<file path="config.mk">
export PLATFORM = sky130hd
export DESIGN_NAME = io_function_mux
export DESIGN_NICKNAME = d
export VERILOG_FILES = /design/src/rtl/lowpower_mux.v /design/src/rtl/io_function_mux.v
export VERILOG_INCLUDE_DIRS = /design/src /design/src/inc
export SDC_FILE = /design/constraint.sdc
export NUM_CORES = 1
export LEC_CHECK = 0
export ABC_AREA = 0
export BUFFER_PORTS_ARGS = -buffer_cell sky130_fd_sc_hd__clkbuf_2
export CAP_MARGIN = 10
export CORE_AREA = 2 2 153 155
export DETAILED_ROUTE_END_ITERATION = 10
export DIE_AREA = 0 0 155 157
export GPL_TIMING_DRIVEN = 0
export PLACE_DENSITY_LB_ADDON = 0.3
export SLEW_MARGIN = 0
export SYNTH_ARGS = -nofsm -noshare
export SYNTH_HDL_FRONTEND = slang
export SYNTH_SLANG_ARGS = --single-unit
</file>
<file path="constraint.sdc">
create_clock -name ref_clk -period 1.7 [get_ports ref_clk]
set_input_delay 0.34 -clock ref_clk [delete_from_list [all_inputs] [get_ports ref_clk]]
set_output_delay 0.34 -clock ref_clk [all_outputs]
set_load 0.005 [all_outputs]
</file>
<file path="src/inc/io_function_mux_defines.vh">
// offsets, field layouts, pin tables and reset values of the io function mux
`ifndef IO_FUNCTION_MUX_DEFINES_VH
`define IO_FUNCTION_MUX_DEFINES_VH

`define NUM_PINS 22
`define LP_PINS 8
`define ADDR_W 8

// register byte offsets
`define SEL_LO_ADDR 8'h00
`define SEL_HI_ADDR 8'h04
`define LP_SEL_ADDR 8'h08
`define CTRL_ADDR 8'h0C
`define STATUS_ADDR 8'h10
`define PAD_LEVEL_ADDR 8'h14

// function select codes
`define SEL_W 2
`define FUNC_0 2'h0
`define FUNC_1 2'h1
`define FUNC_2 2'h2
`define FUNC_BAD 2'h3

// control fields
`define CTRL_USB_OWN_BIT 0
`define CTRL_DBG_USB_BIT 1

// reset values
`define SEL_RST 44'h000_0000_0000
`define LP_SEL_RST 8'h00
`define USB_OWN_RST 1'b1
`define DBG_USB_RST 1'b0

// per-pin tables, bit n is pad index n
// function 0 is a general io on these pads
`define F0_GPIO_MASK 22'h00_3F0F
// function 0 input present (forced-high when unselected)
`define F0_IN_MASK 22'h3F_8070
// function 0 inputs forced low when unselected
`define F0_IN_LOW_MASK 22'h00_0000
// function 0 can drive the pad
`define F0_OUT_MASK 22'h3D_4080
// function 0 output may release to high impedance
`define F0_TRI_MASK 22'h3D_0080
// pads that carry function 2 at all
`define F2_MASK 22'h0F_C0F4
`define F2_IN_MASK 22'h00_40F4
`define F2_IN_LOW_MASK 22'h00_0000
// four dedicated debug pads
`define DBG_MASK 22'h00_00F0
// pads shared with the usb data lines
`define USB_MASK 22'h00_0C00

`endif

</file>
<file path="src/rtl/lowpower_mux.v">
// low-power pin multiplexer, live during deep sleep
`timescale 1ns/10ps
`default_nettype none
module lowpower_mux (
  input wire [7:0] lp_sel, // per lp pin: 0 lp gpio, 1 lp peripheral
  input wire [7:0] lp_gpio_out, // lp gpio output levels
  input wire [7:0] lp_gpio_oe, // lp gpio output enables
  input wire [7:0] periph_out, // lp peripheral outputs, pin order
  input wire [7:0] periph_oe, // lp peripheral output enables
  input wire [7:0] pad_in, // lp pad levels
  output reg [7:0] pad_out, // lp pad drive levels
  output reg [7:0] pad_oe, // lp pad enables
  output reg [7:0] lp_gpio_in, // lp gpio input levels
  output reg [7:0] periph_in // lp peripheral inputs, pin order
);

  integer i;

  always @* begin
    pad_out = 8'h00;
    pad_oe = 8'h00;
    lp_gpio_in = 8'h00;
    periph_in = 8'h00;
    for (i = 0; i < 8; i = i + 1) begin
      // lp gpio level always visible to the lp processor
      lp_gpio_in[i] = pad_in[i];
      if (lp_sel[i]) begin
        pad_out[i] = periph_out[i];
        pad_oe[i] = periph_oe[i];
        periph_in[i] = pad_in[i];
      end else begin
        pad_out[i] = lp_gpio_out[i];
        pad_oe[i] = lp_gpio_oe[i];
        // idle uart and i2c lines sit high
        periph_in[i] = 1'b1;
      end
    end
  end

endmodule
`default_nettype wire

</file>
<file path="src/rtl/io_function_mux.v">
// io function multiplexer with register port and low-power takeover
//
// What this block does
// each general pad has exactly one of functions zero to two selected
// unselected forced-high peripheral inputs read constant one
// unselected forced-low peripheral inputs read constant zero
// each function is input, output or high impedance on the pad
// after reset every pad carries its default function without software
// in deep sleep the main mux routes nothing to or from pads
// in deep sleep the low-power mux serves the low-power pads
// low-power function zero is a low-power gpio
// low-power function one is uart handshakes, uart data, then i2c
// low-power selection is indexed by low-power gpio number
// every pad has a gpio function, eight also a low-power one
// software frees the usb pads before using them as gpio
// debug port may move to usb, releasing the four debug pads
// pad drive and peripheral input switch together in one cycle
//
// The strobed register port and the register addresses were decided locally.
`timescale 1ns/10ps
`default_nettype none
`include "io_function_mux_defines.vh"
module io_function_mux (
  input wire ref_clk, // clock, 40 MHz
  input wire reset, // synchronous, active high
  input wire [7:0] addr, // register byte address
  input wire [31:0] wdata, // register write data
  input wire wr, // write strobe
  input wire rd, // read strobe
  output reg [31:0] rdata, // read data, cycle after rd
  input wire deep_sleep, // chip in deep sleep
  input wire [21:0] pad_in, // pad levels
  output reg [21:0] pad_out, // pad drive levels
  output reg [21:0] pad_oe, // pad output enables
  input wire [21:0] gpio_out, // gpio matrix outputs
  input wire [21:0] gpio_oe, // gpio matrix output enables
  output reg [21:0] gpio_in, // gpio matrix inputs
  input wire [21:0] f0_out, // function 0 peripheral outputs
  input wire [21:0] f0_oe, // function 0 peripheral output enables
  output reg [21:0] f0_in, // function 0 peripheral inputs
  input wire [21:0] f2_out, // function 2 peripheral outputs
  input wire [21:0] f2_oe, // function 2 peripheral output enables
  output reg [21:0] f2_in, // function 2 peripheral inputs
  input wire [7:0] lp_gpio_out, // lp gpio outputs
  input wire [7:0] lp_gpio_oe, // lp gpio enables
  output reg [7:0] lp_gpio_in, // lp gpio inputs
  input wire [7:0] lp_periph_out, // lp peripheral outputs
  input wire [7:0] lp_periph_oe, // lp peripheral enables
  output reg [7:0] lp_periph_in, // lp peripheral inputs
  output wire debug_src_usb, // debug port taken from usb
  output wire usb_owns_pads // usb controller holds its pads
);

  ////////////////////////////////////////////////////////////////////
  // registers

  reg [43:0] sel_q;
  reg [7:0] lp_sel_q;
  reg usb_own_q;
  reg dbg_usb_q;

  // a reserved code keeps the old choice so one function stays live
  function [1:0] pick;
    input [1:0] old_sel;
    input [1:0] new_sel;
    begin
      pick = (new_sel == `FUNC_BAD) ? old_sel : new_sel;
    end
  endfunction

  // constant seen by an unselected peripheral input
  function idle_level;
    input [21:0] low_mask;
    input integer n;
    begin
      idle_level = ~low_mask[n];
    end
  endfunction

  // one bit of a per-pad table, kept one bit wide on purpose
  function has_bit;
    input [21:0] mask;
    input integer n;
    begin
      has_bit = mask[n];
    end
  endfunction

  // function 0 direction class: output-only drives, tri-capable follows its enable
  function f0_drive;
    input integer n;
    input oe;
    begin
      if (!has_bit(`F0_OUT_MASK, n)) begin
        f0_drive = 1'b0;
      end else if (has_bit(`F0_TRI_MASK, n)) begin
        f0_drive = oe;
      end else begin
        f0_drive = 1'b1;
      end
    end
  endfunction

  // function 1 is always general io; function 0 only on the plain io pads
  function gpio_on;
    input [1:0] sel;
    input integer n;
    begin
      case (sel)
        `FUNC_1: gpio_on = 1'b1;
        `FUNC_0: gpio_on = has_bit(`F0_GPIO_MASK, n);
        default: gpio_on = 1'b0;
      endcase
    end
  endfunction

  // a live input follows its pad, any other sees its fixed idle level
  function fn_input;
    input live;
    input [21:0] in_mask;
    input [21:0] low_mask;
    input level;
    input integer n;
    begin
      if (live & has_bit(in_mask, n)) begin
        fn_input = level;
      end else begin
        fn_input = idle_level(low_mask, n);
      end
    end
  endfunction

  integer k;

  always @(posedge ref_clk) begin
    if (reset) begin
      sel_q <= `SEL_RST;
      lp_sel_q <= `LP_SEL_RST;
      usb_own_q <= `USB_OWN_RST;
      dbg_usb_q <= `DBG_USB_RST;
    end else if (wr) begin
      case (addr)
        `SEL_LO_ADDR: begin
          for (k = 0; k < 16; k = k + 1) begin
            sel_q[2*k +: 2] <= pick(sel_q[2*k +: 2], wdata[2*k +: 2]);
          end
        end
        `SEL_HI_ADDR: begin
          for (k = 16; k < `NUM_PINS; k = k + 1) begin
            sel_q[2*k +: 2] <= pick(sel_q[2*k +: 2], wdata[2*(k-16) +: 2]);
          end
        end
        `LP_SEL_ADDR: begin
          lp_sel_q <= wdata[7:0];
        end
        `CTRL_ADDR: begin
          usb_own_q <= wdata[`CTRL_USB_OWN_BIT];
          dbg_usb_q <= wdata[`CTRL_DBG_USB_BIT];
        end
        default: begin
        end
      endcase
    end
  end

  assign usb_owns_pads = usb_own_q;
  assign debug_src_usb = dbg_usb_q;

  ////////////////////////////////////////////////////////////////////
  // register reads

  always @(posedge ref_clk) begin
    if (reset) begin
      rdata <= 32'h0000_0000;
    end else if (rd) begin
      case (addr)
        `SEL_LO_ADDR: rdata <= sel_q[31:0];
        `SEL_HI_ADDR: rdata <= {20'h0_0000, sel_q[43:32]};
        `LP_SEL_ADDR: rdata <= {24'h00_0000, lp_sel_q};
        `CTRL_ADDR: rdata <= {30'h0000_0000, dbg_usb_q, usb_own_q};
        `STATUS_ADDR: rdata <= {31'h0000_0000, deep_sleep};
        `PAD_LEVEL_ADDR: rdata <= {10'h000, pad_in};
        default: rdata <= 32'h0000_0000;
      endcase
    end
  end

  ////////////////////////////////////////////////////////////////////
  // low-power mux, only consulted in deep sleep

  wire [7:0] lp_pad_out;
  wire [7:0] lp_pad_oe;
  wire [7:0] lp_gpio_in_d;
  wire [7:0] lp_periph_in_d;

  lowpower_mux u_lp (
    .lp_sel(lp_sel_q),
    .lp_gpio_out(lp_gpio_out),
    .lp_gpio_oe(lp_gpio_oe),
    .periph_out(lp_periph_out),
    .periph_oe(lp_periph_oe),
    .pad_in(pad_in[7:0]),
    .pad_out(lp_pad_out),
    .pad_oe(lp_pad_oe),
    .lp_gpio_in(lp_gpio_in_d),
    .periph_in(lp_periph_in_d)
  );

  ////////////////////////////////////////////////////////////////////
  // main routing

  reg [21:0] pad_out_d;
  reg [21:0] pad_oe_d;
  reg [21:0] gpio_in_d;
  reg [21:0] f0_in_d;
  reg [21:0] f2_in_d;
  reg [1:0] s;
  reg blocked;
  reg f0_live;
  reg f2_live;
  reg gpio_live;
  integer i;

  always @* begin
    pad_out_d = 22'h00_0000;
    pad_oe_d = 22'h00_0000;
    gpio_in_d = 22'h00_0000;
    f0_in_d = 22'h00_0000;
    f2_in_d = 22'h00_0000;
    s = `FUNC_0;
    blocked = 1'b0;
    f0_live = 1'b0;
    f2_live = 1'b0;
    gpio_live = 1'b0;
    for (i = 0; i < `NUM_PINS; i = i + 1) begin
      s = sel_q[2*i +: 2];
      // usb pads stay with the usb controller until software frees them
      blocked = deep_sleep | (usb_own_q & has_bit(`USB_MASK, i));
      // general io on function 1, and on function 0 where it is one
      gpio_live = ~blocked & gpio_on(s, i);
      // moving debug to usb releases the dedicated debug pads
      f0_live = ~blocked & (s == `FUNC_0) & ~has_bit(`F0_GPIO_MASK, i) &
        ~(dbg_usb_q & has_bit(`DBG_MASK, i));
      f2_live = ~blocked & (s == `FUNC_2) & has_bit(`F2_MASK, i);
      if (gpio_live) begin
        pad_out_d[i] = gpio_out[i];
        pad_oe_d[i] = gpio_oe[i];
      end else if (f0_live) begin
        pad_out_d[i] = f0_out[i];
        pad_oe_d[i] = f0_drive(i, f0_oe[i]);
      end else if (f2_live) begin
        pad_out_d[i] = f2_out[i];
        pad_oe_d[i] = f2_oe[i];
      end
      gpio_in_d[i] = gpio_live & pad_in[i];
      f0_in_d[i] = fn_input(f0_live, `F0_IN_MASK, `F0_IN_LOW_MASK, pad_in[i], i);
      f2_in_d[i] = fn_input(f2_live, `F2_IN_MASK, `F2_IN_LOW_MASK, pad_in[i], i);
    end
    // low-power pads are handed over as a whole while asleep
    if (deep_sleep) begin
      pad_out_d[7:0] = lp_pad_out;
      pad_oe_d[7:0] = lp_pad_oe;
    end
  end

  ////////////////////////////////////////////////////////////////////
  // one flop stage for all routed signals

  // pad and peripheral sides load on the same edge, so a selection change
  // never shows a drive on one side without the matching input on the other
  always @(posedge ref_clk) begin
    if (reset) begin
      pad_out <= 22'h00_0000;
      pad_oe <= 22'h00_0000;
      gpio_in <= 22'h00_0000;
      f0_in <= 22'h00_0000;
      f2_in <= 22'h00_0000;
      lp_gpio_in <= 8'h00;
      lp_periph_in <= 8'hFF;
    end else begin
      pad_out <= pad_out_d;
      pad_oe <= pad_oe_d;
      gpio_in <= gpio_in_d;
      f0_in <= f0_in_d;
      f2_in <= f2_in_d;
      // lp side sees its pads only while it owns them
      lp_gpio_in <= deep_sleep ? lp_gpio_in_d : 8'h00;
      lp_periph_in <= deep_sleep ? lp_periph_in_d : 8'hFF;
    end
  end

endmodule
`default_nettype wire

</file>
==> qor.csv <==
metric,value,unit
setup_viol,0,
post-cts-setup-buffer-count,0,
syn_area,7520,sq um
seq_area_frac_synth,0.493,
gp_congestion,0.851,
avgRoutedWirePerCell,20.4,um
synth-edff-count,0,
cts_sinks,185,
synth_nets,998,
cts.clk_slew.worst_paths,0.07,ns
worstHoldStart,gpio_oe[10],
grt_max_degree,29,
routed.top_layer,met4,
wl_met1,12.5,mm
period_share,0.958,
avgSynthCellArea,9.80,sq um
gr-total-overflow,0,
die_height,157,um
core_area,22500,sq um
crit_slowest_cell,dfxtp_1,
io_buffers,340,
worst_pin_slew,0.886,ns
ys_ff_latch,185,
ys_types,56,
route.met2.wl,13.9,mm
initial_core_util,0.334,
yosysMostFrequentCell,dfxtp_1,
yosys-top-cells-count,"dfxtp_1, nor2_1, a21oi_1",
worstSetupStartpoint,debug_src_usb$_SDFFE_PP0P_,
vias,7187,
drc,0,
avgViaCountPerCell,5.04,
antenna_found_initial,0,
cp-start-kind,flop,
end_kind,output pin,
synth_top_flop_cell,dfxtp_1,
worst-path-buf-inv,1,
ys_warn_count,0,
critPathMaxFanout,8,
cap_violations,0,
skew,0.0144,ns
cts_max_level,4,
drtAntennaViolNets,0,
grt_pass1_vias,7063,
insertion_delay,0.45,ns
drt-pass1-iter-count,5,
slew_violations,0,
worstPathRequired,1.36,ns
dp_hpwl,22.1,mm
r2r-start,sel_q[33]$_SDFFE_PP0P_,
grt_use_total,0.234,
outcome,finished clean,
final_hold_viol_count,0,
leakagePower,4.68,nW
antenna_cells,0,
final_nets,1358,
drt-initial-drc-count,460,
io-pin-count,391,
max_stage_delay,0.65,ns
grt_pass1_wl,42.6,mm
cts_tree,done,
finalCriticalPeriod,1.63,ns
ff2ff_setup_slack,0.18,ns
area_delta_synth_final,36.1,%
drive_above_1_share,0.425,
drt_wl_total,29.1,mm
row_count,55,
synth_top_area_frac,0.493,
rsz0062_at_grt,no,
clock_path_buffers,2,
ir_worst_vdd,0.000573,V
wl_met3,2.07,mm
arrival,1.29,ns
post-synth-top-area-cell,dfxtp_1,
timing.fmax,0.614,GHz
synth_area_leaders,"dfxtp_1, mux2i_1, nor2_1",
cts-root-buf,clkbuf_16,
die_width,155,um
cpLargestDelayFamily,flip-flops,
postLayoutCoreUtil,0.455,
hold_ws,0.114,ns
die-area,24300,sq um
numCtsBuffers,17,
syn_inst,767,
path_cells,clkbuf_2,
synthArstFlopShare,0,
hold_path_class,primary input to flop,
max_slew_margin,0.407,
crit_type,flop to output pin,
power_density,943,nW/um^2
==> kinds of logic after synthesis <==
kind of cell / after synthesis / synth area share
buffers and inverters: 93 / 0.0684
flip-flops: 185 / 0.493
AO/OA/AOI/OAI: 156 / 0.154
multiplexers: 48 / 0.0661
AND/OR/NAND/NOR: 285 / 0.219
==> cells in the final DEF, fill, tap and decap left out, drive strengths merged, types with 10 or more instances in the layout <==
master and count:
nor3b 16, mux2 13, buf 54, inv 29, o21ai 11, a21oi 57
and2 17, and3 15, nor2b 25, nand3 13, a22o 14, mux2i 35
nand2 20, clkbuf 377, nor2 99, o221a 22, a22oi 15, nand2b 10
dfxtp 185, nor3 37
==> where the power goes <==
group	total [mW]	leakage (nW)	internal [mW]	switching [mW]
sequential	4.45	1.51	4.42	0.0334
combinational	0.883	2.87	0.401	0.482
clock	4.32	0.306	2.39	1.93
total	9.65	4.68	7.21	2.44
==> final cells by class <==
class / instances / area (sq um)
Clock inverter: 15 / 204
Tap cell: 285 / 357
Fill cell: 2220 / 12300
Clock buffer: 17 / 425
Buffer: 73 / 440
Sequential cell: 185 / 3710
Multi-Input combinational cell: 489 / 3310
Timing Repair Buffer: 341 / 1710
Inverter: 20 / 75.1
==> registers in the layout, indices dropped and copies added, names as in the netlist <==
| signal | count |
|---|---|
| lp_sel_q | 8 |
| sel_q | 44 |
| debug_src_usb | 1 |
| lp_gpio_in | 8 |
| rdata | 32 |
| pad_oe | 22 |
| gpio_in | 22 |
| usb_owns_pads | 1 |
| f0_in | 11 |
| f2_in | 6 |
| lp_periph_in | 8 |
| pad_out | 22 |
==> worst reg2reg max path, stage by stage, from the launching register on <==
cell      delay, ns
dfxtp_1        0.31
clkbuf_1       0.36
mux2i_1        0.13
or2_2          0.29
a211oi_1       0.25
a211o_1        0.13
==> routing by layer <==
layer / global-route usage / up-vias
met5: 0 / -
li1: - / 3434
met4: 0.0670 / 0
met3: 0.0619 / 37
met1: 0.293 / 3419
met2: 0.399 / 297
==> per-stage QoR <==
stage | setup slack, ns | power [mW] | setup TNS (ns) | area, sq um | std cells
2_1_floorplan | 0.174 | 4.90 | 0 | 7520 | 767
3_3_place_gp | -0.360 | 5.42 | -27.98 | 9580 | 1392
3_5_place_dp | -0.349 | 5.44 | -26.49 | 9590 | 1393
4_1_cts | 0.0668 | 9.72 | 0 | 10200 | 1425
5_1_grt | 0.00939 | 9.97 | 0 | 10200 | 1425
6_report | 0.0706 | 9.65 | 0 | 10200 | 1425
==> path summary, 6_finish.rpt <==
| check | to | cells past startpoint |
|---|---|---|
| setup / recovery | debug_src_usb | 1 |
| hold / removal | pad_oe[10]$_SDFF_PP0_ | 2 |
| setup reg to reg | rdata[1]$_SDFFE_PP0P_ | 5 |
| hold reg to reg | rdata[5]$_SDFFE_PP0P_ | 2 |
==> repair_timing <==
action                                  in CTS  in global routing
cloned                                       0                  0
endpoints found under the setup margin      28                  7
hold buffers                                 0                  0
resized for setup                            2                  3
Power figures use the tool's default switching activity.
